[src/ccpr_pkg.sv]
// constants, types and decode helpers of the charger control register block
package ccpr_pkg;

	localparam logic [7:0] CTRL_OFFSET = 8'h17;
	localparam logic [7:0] PIN_OFFSET  = 8'h18;
	localparam logic [7:0] CTRL_RESET  = 8'hC9;
	localparam logic [7:0] PIN_RESET   = 8'hC0;
	localparam logic [7:0] UNMAPPED_RD = 8'h00;

	// auto-recharge threshold codes, fraction of feedback_regulation_voltage
	localparam logic [1:0] RECHG_930_PML = 2'h0;
	localparam logic [1:0] RECHG_943_PML = 2'h1;
	localparam logic [1:0] RECHG_952_PML = 2'h2;
	localparam logic [1:0] RECHG_976_PML = 2'h3;

	// watchdog timeout select and limits in seconds
	localparam logic [1:0] WD_OFF    = 2'h0;
	localparam logic [1:0] WD_SEL_40 = 2'h1;
	localparam logic [1:0] WD_SEL_80 = 2'h2;
	localparam logic [7:0] WD_40_S   = 8'h28;
	localparam logic [7:0] WD_80_S   = 8'h50;
	localparam logic [7:0] WD_160_S  = 8'hA0;

	// one watchdog tick is one second
	localparam int unsigned CLK_PERIOD_NS  = 10;
	localparam int unsigned WD_TICK_NS     = 1000000000;
	localparam int unsigned WD_TICK_CYCLES = WD_TICK_NS / CLK_PERIOD_NS;
	localparam int unsigned WD_PRE_W       = 27;

	// serial bit counter value when a whole byte has been clocked
	localparam logic [3:0] BYTE_BITS = 4'h8;

	typedef struct packed {
		logic [1:0] recharge_threshold_sel;
		logic       watchdog_kick;
		logic       charge_pin_disable;
		logic       charge_enable_expiry_value;
		logic       high_impedance_enable;
		logic       battery_sink_enable;
		logic       charge_enable;
	} ccpr_ctrl_t;

	typedef struct packed {
		logic charge_current_pin_enable;
		logic input_limit_pin_enable;
		logic power_good_pin_disable;
		logic status_pins_disable;
		logic force_out4_low;
		logic force_out3_low;
		logic force_out2_low;
		logic force_out1_low;
	} ccpr_pin_t;

	typedef struct packed {
		logic       valid;
		logic [7:0] addr;
		logic [7:0] data;
	} ccpr_wr_t;

	function automatic logic [7:0] ccpr_read(input logic [7:0] a, input ccpr_ctrl_t c,
		input ccpr_pin_t p);
		case (a)
			CTRL_OFFSET: return c;
			PIN_OFFSET:  return p;
			default:     return UNMAPPED_RD;
		endcase
	endfunction

	function automatic logic [7:0] ccpr_wd_limit(input logic [1:0] sel);
		case (sel)
			WD_SEL_40: return WD_40_S;
			WD_SEL_80: return WD_80_S;
			default:   return WD_160_S;
		endcase
	endfunction

endpackage

[src/ccpr_sync.sv]
// two-flop synchronisers for pad inputs
`timescale 1ns/1ns
module ccpr_sync
	import ccpr_pkg::*;
#(
	parameter int unsigned W = 4
) (
	input  wire logic         clk,
	input  wire logic         reset,
	input  wire logic [W-1:0] async_in,
	output logic [W-1:0]      sync_q
);

	logic [W-1:0] meta_q;

	genvar i;
	generate
		for (i = 0; i < W; i++) begin : g_bit
			always_ff @(posedge clk) begin
				if (reset) begin
					meta_q[i] <= 1'b1;
					sync_q[i] <= 1'b1;
				end else begin
					meta_q[i] <= async_in[i];
					sync_q[i] <= meta_q[i];
				end
			end
		end
	endgenerate

endmodule // ccpr_sync

[src/ccpr_watchdog.sv]
// host watchdog: one-second prescaler and selectable timeout
`timescale 1ns/1ns
module ccpr_watchdog
	import ccpr_pkg::*;
#(
	parameter int unsigned TICK_CYCLES = WD_TICK_CYCLES
) (
	input  wire logic       clk,
	input  wire logic       reset,
	input  wire logic [1:0] timeout_sel,
	input  wire logic       kick,
	output logic            expire_q
);

	logic [WD_PRE_W-1:0] pre_q;
	logic [WD_PRE_W-1:0] pre_d;
	logic [7:0]          sec_q;
	logic [7:0]          sec_d;
	logic                expire_d;

	always_comb begin
		pre_d    = pre_q;
		sec_d    = sec_q;
		expire_d = 1'b0;
		if (kick || timeout_sel == WD_OFF) begin
			pre_d = '0;
			sec_d = '0;
		end else if (pre_q == WD_PRE_W'(TICK_CYCLES - 1)) begin
			pre_d = '0;
			if (sec_q >= ccpr_wd_limit(timeout_sel) - 8'h01) begin
				sec_d    = '0;
				expire_d = 1'b1;
			end else begin
				sec_d = sec_q + 8'h01;
			end
		end else begin
			pre_d = pre_q + WD_PRE_W'(1);
		end
	end

	always_ff @(posedge clk) begin
		if (reset) begin
			pre_q    <= '0;
			sec_q    <= '0;
			expire_q <= 1'b0;
		end else begin
			pre_q    <= pre_d;
			sec_q    <= sec_d;
			expire_q <= expire_d;
		end
	end
endmodule // ccpr_watchdog

[src/ccpr_regs.sv]
// charger control and pin control registers behind a serial target port
// What this block does
// Bits 7:6 pick recharge threshold, reset 11b
// Kick bit restarts watchdog, then self-clears
// Charge pin disable makes block ignore pin
// Watchdog expiry loads charge enable from bit3
// Sink enable drives battery sink; expiry clears
// Host should stop battery current conversion meanwhile
// Charge current pin enable, reset-only, default one
// Input limit pin enable restored on expiry
// Power-good pin disable stops normal power-good output
// Status pins disable stops normal status outputs
// Force out4 low only when pin disabled
// Force out3 low only when power-good disabled
// Force out2 low only when status disabled
// Force out1 low only when status disabled
// High impedance clears on reset, expiry, adapter
// Watchdog times out after 40/80/160 s
`timescale 1ns/1ns
module ccpr_regs
	import ccpr_pkg::*;
#(
	parameter logic [6:0]  DEV_ADDR    = 7'h55,
	parameter int unsigned TICK_CYCLES = WD_TICK_CYCLES
) (
	input  wire logic       clk,
	input  wire logic       reset,
	input  wire logic       scl,
	input  wire logic       sda_level,
	output logic            sda_value_q,
	output logic            sda_oe_n_q,
	input  wire logic [1:0] wd_timeout_sel,
	input  wire logic       reg_reset_req,
	input  wire logic       adapter_present,
	input  wire logic [1:0] charger_status,
	input  wire logic       power_good,
	input  wire logic       ce_pin_level,
	output logic [3:0]      od_pin_value_q,
	output logic [3:0]      od_pin_oe_n_q,
	output logic            charge_active_q,
	output logic [1:0]      recharge_threshold_sel_q,
	output logic            high_impedance_q,
	output logic            battery_sink_q,
	output logic            charge_current_pin_en_q,
	output logic            input_limit_pin_en_q
);

	typedef enum logic [3:0] {
		S_IDLE, S_ADDR, S_ADDR_ACK, S_PTR, S_PTR_ACK,
		S_WR, S_WR_ACK, S_RD, S_RD_ACK
	} ccpr_state_t;

	logic [3:0]  sync_q;
	logic        scl_s;
	logic        sda_s;
	logic        ce_n_s;
	logic        adapter_s;
	logic        scl_p_q;
	logic        sda_p_q;
	logic        adapter_p_q;
	logic        scl_rise;
	logic        scl_fall;
	logic        bus_start;
	logic        bus_stop;
	logic        adapter_rise;
	logic        wd_expire;

	ccpr_state_t st_q;
	ccpr_state_t st_d;
	logic [3:0]  cnt_q;
	logic [3:0]  cnt_d;
	logic [7:0]  shift_q;
	logic [7:0]  shift_d;
	logic [7:0]  ptr_q;
	logic [7:0]  ptr_d;
	logic        rw_q;
	logic        rw_d;
	logic        nack_q;
	logic        nack_d;
	logic        oe_n_d;
	ccpr_wr_t    wr_q;
	ccpr_wr_t    wr_d;

	ccpr_ctrl_t  ctrl_q;
	ccpr_ctrl_t  ctrl_d;
	ccpr_pin_t   pin_q;
	ccpr_pin_t   pin_d;
	logic [3:0]  od_oe_n_d;
	logic        charge_active_d;

	ccpr_sync #(
		.W (4)
	) u_sync (
		.clk      (clk),
		.reset    (reset),
		.async_in ({adapter_present, ce_pin_level, sda_level, scl}),
		.sync_q   (sync_q)
	);

	assign scl_s     = sync_q[0];
	assign sda_s     = sync_q[1];
	assign ce_n_s    = sync_q[2];
	assign adapter_s = sync_q[3];

	assign scl_rise     = scl_s & ~scl_p_q;
	assign scl_fall     = ~scl_s & scl_p_q;
	assign bus_start    = scl_s & scl_p_q & sda_p_q & ~sda_s;
	assign bus_stop     = scl_s & scl_p_q & ~sda_p_q & sda_s;
	assign adapter_rise = adapter_s & ~adapter_p_q;

	// the watchdog restart is the cycle the kick bit stands
	ccpr_watchdog #(
		.TICK_CYCLES (TICK_CYCLES)
	) u_wd (
		.clk         (clk),
		.reset       (reset),
		.timeout_sel (wd_timeout_sel),
		.kick        (ctrl_q.watchdog_kick),
		.expire_q    (wd_expire)
	);

	// serial target: address, pointer byte, data with auto-increment
	always_comb begin
		st_d    = st_q;
		cnt_d   = cnt_q;
		shift_d = shift_q;
		ptr_d   = ptr_q;
		rw_d    = rw_q;
		nack_d  = nack_q;
		oe_n_d  = sda_oe_n_q;
		wr_d    = '0;
		if (bus_start) begin
			st_d   = S_ADDR;
			cnt_d  = '0;
			oe_n_d = 1'b1;
		end else if (bus_stop) begin
			st_d   = S_IDLE;
			oe_n_d = 1'b1;
		end else if (scl_rise) begin
			case (st_q)
				S_ADDR, S_PTR, S_WR: begin
					shift_d = {shift_q[6:0], sda_s};
					cnt_d   = cnt_q + 4'h1;
				end
				S_RD: cnt_d = cnt_q + 4'h1;
				S_RD_ACK: nack_d = sda_s;
				default: ;
			endcase
		end else if (scl_fall) begin
			case (st_q)
				S_ADDR: begin
					if (cnt_q == BYTE_BITS) begin
						if (shift_q[7:1] == DEV_ADDR) begin
							st_d   = S_ADDR_ACK;
							rw_d   = shift_q[0];
							oe_n_d = 1'b0;
						end else begin
							st_d = S_IDLE;
						end
					end
				end
				S_ADDR_ACK: begin
					cnt_d = '0;
					if (rw_q) begin
						st_d    = S_RD;
						shift_d = ccpr_read(ptr_q, ctrl_q, pin_q);
						oe_n_d  = shift_d[7];
					end else begin
						st_d   = S_PTR;
						oe_n_d = 1'b1;
					end
				end
				S_PTR: begin
					if (cnt_q == BYTE_BITS) begin
						st_d   = S_PTR_ACK;
						ptr_d  = shift_q;
						oe_n_d = 1'b0;
					end
				end
				S_WR: begin
					if (cnt_q == BYTE_BITS) begin
						st_d   = S_WR_ACK;
						wr_d   = '{valid: 1'b1, addr: ptr_q, data: shift_q};
						ptr_d  = ptr_q + 8'h01;
						oe_n_d = 1'b0;
					end
				end
				S_PTR_ACK, S_WR_ACK: begin
					st_d   = S_WR;
					cnt_d  = '0;
					oe_n_d = 1'b1;
				end
				S_RD: begin
					if (cnt_q == BYTE_BITS) begin
						st_d   = S_RD_ACK;
						ptr_d  = ptr_q + 8'h01;
						oe_n_d = 1'b1;
					end else begin
						shift_d = {shift_q[6:0], 1'b0};
						oe_n_d  = shift_q[6];
					end
				end
				S_RD_ACK: begin
					if (nack_q) begin
						st_d   = S_IDLE;
						oe_n_d = 1'b1;
					end else begin
						st_d    = S_RD;
						cnt_d   = '0;
						shift_d = ccpr_read(ptr_q, ctrl_q, pin_q);
						oe_n_d  = shift_d[7];
					end
				end
				default: st_d = S_IDLE;
			endcase
		end
	end

	always_ff @(posedge clk) begin
		if (reset) begin
			st_q        <= S_IDLE;
			cnt_q       <= '0;
			shift_q     <= '0;
			ptr_q       <= '0;
			rw_q        <= 1'b0;
			nack_q      <= 1'b1;
			wr_q        <= '0;
			sda_oe_n_q  <= 1'b1;
			sda_value_q <= 1'b0;
			scl_p_q     <= 1'b1;
			sda_p_q     <= 1'b1;
			adapter_p_q <= 1'b1;
		end else begin
			st_q        <= st_d;
			cnt_q       <= cnt_d;
			shift_q     <= shift_d;
			ptr_q       <= ptr_d;
			rw_q        <= rw_d;
			nack_q      <= nack_d;
			wr_q        <= wr_d;
			sda_oe_n_q  <= oe_n_d;
			sda_value_q <= 1'b0;
			scl_p_q     <= scl_s;
			sda_p_q     <= sda_s;
			adapter_p_q <= adapter_s;
		end
	end

	// register file: host writes, then event resets, register reset last
	always_comb begin
		ccpr_ctrl_t w;
		w      = ccpr_ctrl_t'(wr_q.data);
		ctrl_d = ctrl_q;
		pin_d  = pin_q;
		ctrl_d.watchdog_kick = 1'b0;
		if (wr_q.valid && wr_q.addr == CTRL_OFFSET) begin
			ctrl_d               = w;
			ctrl_d.watchdog_kick = w.watchdog_kick;
		end
		if (wr_q.valid && wr_q.addr == PIN_OFFSET) begin
			pin_d = ccpr_pin_t'(wr_q.data);
		end
		if (wd_expire) begin
			ctrl_d.charge_enable          = ctrl_d.charge_enable_expiry_value;
			ctrl_d.high_impedance_enable  = 1'b0;
			ctrl_d.battery_sink_enable    = 1'b0;
			pin_d.input_limit_pin_enable  = 1'b1;
		end
		if (adapter_rise) begin
			ctrl_d.high_impedance_enable = 1'b0;
		end
		if (reg_reset_req) begin
			ctrl_d = ccpr_ctrl_t'(CTRL_RESET);
			pin_d  = ccpr_pin_t'(PIN_RESET);
		end
	end

	// pad drive: low enable pulls the open-drain pin low
	always_comb begin
		od_oe_n_d[0] = pin_q.status_pins_disable ? ~pin_q.force_out1_low
			: ~charger_status[0];
		od_oe_n_d[1] = pin_q.status_pins_disable ? ~pin_q.force_out2_low
			: ~charger_status[1];
		od_oe_n_d[2] = pin_q.power_good_pin_disable ? ~pin_q.force_out3_low
			: ~power_good;
		od_oe_n_d[3] = ctrl_q.charge_pin_disable ? ~pin_q.force_out4_low : 1'b1;
		charge_active_d = ctrl_q.charge_enable & (ctrl_q.charge_pin_disable | ~ce_n_s);
	end

	always_ff @(posedge clk) begin
		if (reset) begin
			ctrl_q          <= ccpr_ctrl_t'(CTRL_RESET);
			pin_q           <= ccpr_pin_t'(PIN_RESET);
			od_pin_oe_n_q   <= 4'hF;
			od_pin_value_q  <= 4'h0;
			charge_active_q <= 1'b0;
		end else begin
			ctrl_q          <= ctrl_d;
			pin_q           <= pin_d;
			od_pin_oe_n_q   <= od_oe_n_d;
			od_pin_value_q  <= 4'h0;
			charge_active_q <= charge_active_d;
		end
	end

	assign recharge_threshold_sel_q = ctrl_q.recharge_threshold_sel;
	assign high_impedance_q         = ctrl_q.high_impedance_enable;
	assign battery_sink_q           = ctrl_q.battery_sink_enable;
	assign charge_current_pin_en_q  = pin_q.charge_current_pin_enable;
	assign input_limit_pin_en_q     = pin_q.input_limit_pin_enable;
endmodule // ccpr_regs

[config.mk]
export PLATFORM = sky130hd
export DESIGN_NAME = ccpr_regs
export DESIGN_NICKNAME = d
export VERILOG_FILES = /design/src/ccpr_pkg.sv /design/src/ccpr_sync.sv /design/src/ccpr_watchdog.sv /design/src/ccpr_regs.sv
export SDC_FILE = /design/constraint.sdc
export NUM_CORES = 1
export LEC_CHECK = 0
export ABC_AREA = 1
export BUFFER_PORTS_ARGS = -buffer_cell sky130_fd_sc_hd__buf_2
export CAP_MARGIN = 20
export CORE_MARGIN = 2
export CORE_UTILIZATION = 55
export DETAILED_ROUTE_END_ITERATION = 16
export PLACE_DENSITY = 0.76
export REMOVE_ABC_BUFFERS = 1
export SLEW_MARGIN = 20
export SYNTH_ARGS = -nofsm -noshare
export SYNTH_HDL_FRONTEND = slang
export SYNTH_SLANG_ARGS = --single-unit
[constraint.sdc]
create_clock -name clk -period 1.8 [get_ports clk]
set_clock_uncertainty 0.2 [all_clocks]
set_input_delay 0.18 -clock clk [delete_from_list [all_inputs] [get_ports clk]]
set_output_delay 0.18 -clock clk [all_outputs]
set_load 0.03 [all_outputs]
==> run metrics <==
Yosys cell types=36; switch share=between 20% and 30%; drt drc=0; Initial Utilization=between 50% and 60%; max-slew violations=0; mapped cell area=around 5700 µm²; Root Buffer Master=clkbuf_8; clock period minus worst slack=approximately 1700 ps; DP Area=6375 µm²; reg2reg start=u_sync.sync_q[0]; post-synth top area share=39.46%; register area share after synthesis=between 30 and 40%; # diodes=0; CP Data Required Time=between 1500 and 2000 ps; fin crit share=between 90% and 100%; Psw=1.099 mW; synthesized flop and latch total=between 100 and 150; R2R cell count=8; DRT antenna net count=0; Leak=about 3.2 nW; sequential share of power=a little under three fifths; Synth Area in XOR/XNOR=approximately 2.2%; final instance area=slightly below 7000 µm²; CP Launch Type=flip-flop; post-place setup slack=-123.9 ps; antenna violations before repair=0; H-Tree Depth=3; CTS buffer count=9; Overflow after GRT=0; Min-Delay Path Depth=1; total core area=around 10000 µm²; max_cap viols=0; pwr/cell area=around 660 nW/µm²; Mapped Avg Cell Area=~6.7 µm²; post-synthesis mux area share=0%; VDD IR max=slightly above 0.0004 V; top cells by area, synth=dfxtp_1 39%, nand2_1 15%, nor2_1 9.3%; Setup CP Type=flip-flop to flip-flop; first-pass GRT wire length=between 20000 and 25000 µm; Yosys top cell by area=dfxtp_1; Site Rows=37; clock group share of total power=a little under two fifths; TritonRoute pass-1 iters=5; yosys warns=0; Post-DP HPWL=9620 µm; Final nets=roughly 1000; Buffers on Ports=23; largest net degree at the start of global routing=20; Hold EP=charge_active_q; Hold Path Class=flip-flop to flip-flop; Tot GR Track Use=about 24%; fmax=574.7 MHz; crit-path max cell delay=around 380 ps; worst setup margin=between 50 and 60 ps; CTS tree=done; vias in the first global route=about 5000; Cell Chain, Critical Path=inv_1 -> ha_1 -> nor2_1 -> nand2_1 -> nor2_4 -> nand2_4 -> nor2_1 -> nor2_2; total internal power=3.477 mW; # IOs=29; total die area=11160 µm²; Compound-Gate Fraction of Synth Area=between 8 and 9%; largest family of logic cells by synthesized area=simple AND/OR/NAND/NOR gates; Post-synth ARST share=0%; wire length per cell=around 12 µm; CP most frequent cell=nor2_1; Final Hold Fails=0; Post-Synth Adder-Cell Area=between 3 and 4%; clk_lat worst skew=around 390 ps; Worst Hold Launch=u_sync.sync_q[2]; Critical Path End Type=flip-flop; critical path data arrival time=around 1800 ps; GPL Wtd Cong=0.8910; DIE WIDTH=105.6 µm; Vias/cell=~5.0; run status=finished, final reports clean; die height=between 100 and 150 µm; Setup Viol. Count Final=0; DR iter-0 viols=331; Synth Instances=~850; Clk pin slew, worst setup/hold paths=about 100 ps; worst-path fanout max=8; worst r2r dst=shift_q[2]; Synth Flop Type=dfxtp_1; Vias=~5500; clock sink count=112; Worst path slowest cell=dfxtp_4; Tot Pwr=between 4 and 5 mW; Post-synth EDFFs=0; Worst R2R Setup Slack=60 ps; Layout area overhead=22.26%; layout cells sized above 1=between 10% and 20%; Simple-Gate Fraction of Synth Area=~36%; Total Wirelength=13340 µm; clock buffer depth=2; Comb power frac=7.0%
[power groups by stage]
| stage | logic, mW | registers, mW | clock network [mW] |
|---|---|---|---|
| after floorplan | 0.155 | 2.59 | 0 |
| after detailed placement | 0.271 | 2.58 | 0 |
| after global routing | 0.352 | 2.53 | 1.85 |
| after CTS | 0.295 | 2.52 | 1.78 |
| after global placement | 0.269 | 2.58 | 0 |
| final | 0.320 | 2.52 | 1.73 |
[flip-flops by register name, summed over array words and instances, names as in the netlist, 6 cells and up]
name        cells
pin_q           6
ptr_q           8
shift_q         8
u_wd.pre_q     27
u_wd.sec_q      8
wr_q           17
[cells in the final DEF (no fill, tap or decap), types with 3 or more instances in the layout]
cell	netlist	final
clkbuf_8	0	10
o211ai_1	4	4
xnor2_1	7	7
nor2_4	1	4
buf_2	5	23
nor3_1	14	11
conb_1	1	5
buf_4	8	68
nor3_2	1	3
nand2_2	3	9
dfxtp_1	112	102
nor2_1	141	131
a21oi_1	42	41
dlygate4sd3_1	0	12
nand3b_1	4	4
nor2_2	0	7
inv_1	111	108
ha_1	17	14
nand3_2	1	4
o21ai_0	40	31
xor2_1	7	7
or2_2	11	11
nand2_1	226	217
nand4_1	20	20
inv_2	3	5
o21ai_1	0	7
dfxtp_2	0	9
nand2_4	1	5
nand3_1	53	50
[routing by layer]
metal | GRT usage, % | part of all wire (%) | up-vias
met5 | 0 | 0 | -
met4 | 10.24 | 2.2 | 0
met3 | 3.711 | 4.5 | 26
met2 | 41.80 | 49 | 140
met1 | 29.84 | 44 | 2448
li1 | - | - | 2863
[synthesized netlist by cell type (2+ instances only)]
cell	count
nand2_1	226
nor2_1	141
dfxtp_1	112
inv_1	111
nand3_1	53
a21oi_1	42
o21ai_0	40
nand4_1	20
ha_1	17
nor3_1	14
or2_2	11
buf_4	8
xnor2_1	7
xor2_1	7
clkbuf_1	6
buf_2	5
nand3b_1	4
o211ai_1	4
inv_2	3
nand2_2	3
a211oi_1	2
buf_6	2
o21bai_1	2
[critical path, delay by kind of cell, from the launching register on]
family	cells	cell delay, ps
fa+ha+maj	1	290
buf+inv	1	50
flops	1	380
simple gates	6	710
[cell type report]
type / count / area [µm²]
Fill cell: 896 / 3238
Multi-Input combinational cell: 608 / 3037
Sequential cell: 112 / 2257
Timing Repair Buffer: 107 / 808.3
Inverter: 116 / 439.2
Tap cell: 136 / 170.2
Clock buffer: 10 / 137.6
Clock inverter: 6 / 97.59
[worst max-delay path by stage]
stage	end	slack, ps	start
finish	shift_q[2]	60	u_sync.sync_q[0]
global route	cnt_q[2]	-30	scl_p_q
CTS	ptr_q[4]	10	u_sync.sync_q[0]
detailed placement	u_wd.sec_q[0]	-120	wd_timeout_sel[0]
global placement	u_wd.sec_q[6]	-70	wd_timeout_sel[0]
floorplan	u_wd.pre_q[21]	-110	u_wd.pre_q[0]
[through the flow]
stage / util [%] / hold slack, ps / std cells / TNS [ps]
final: 68.21 / 212.0 / 1095 / 0
after global routing: 68.21 / 228.7 / 1095 / -64.61
after CTS: 66.28 / 216.6 / 1089 / 0
after detailed placement: 62.59 / 167.1 / 1061 / -1028
after global placement: 62.59 / 166.5 / 1061 / -565.0
after floorplan: - / 49.07 / 835 / -1181
[kinds of logic (layout without fill, tap and decap cells)]
| family | after synthesis | in the layout |
|---|---|---|
| simple gates | 479 | 480 |
| buf+inv | 138 | 239 |
| flops | 112 | 112 |
| compound gates | 92 | 92 |
| fa+ha+maj | 17 | 17 |
| xor+xnor | 14 | 14 |
| other cells | 1 | 5 |
[what timing repair did]
item	CTS	global route
endpoints found under the setup margin	13	75
gates cloned	0	1
hold buffers	12	0
hold endpoints to repair	16	0
pin swaps	3	13
resized for setup	6	60
buffers inserted	0	5
Note: power is estimated with default switching activity, not from simulation.
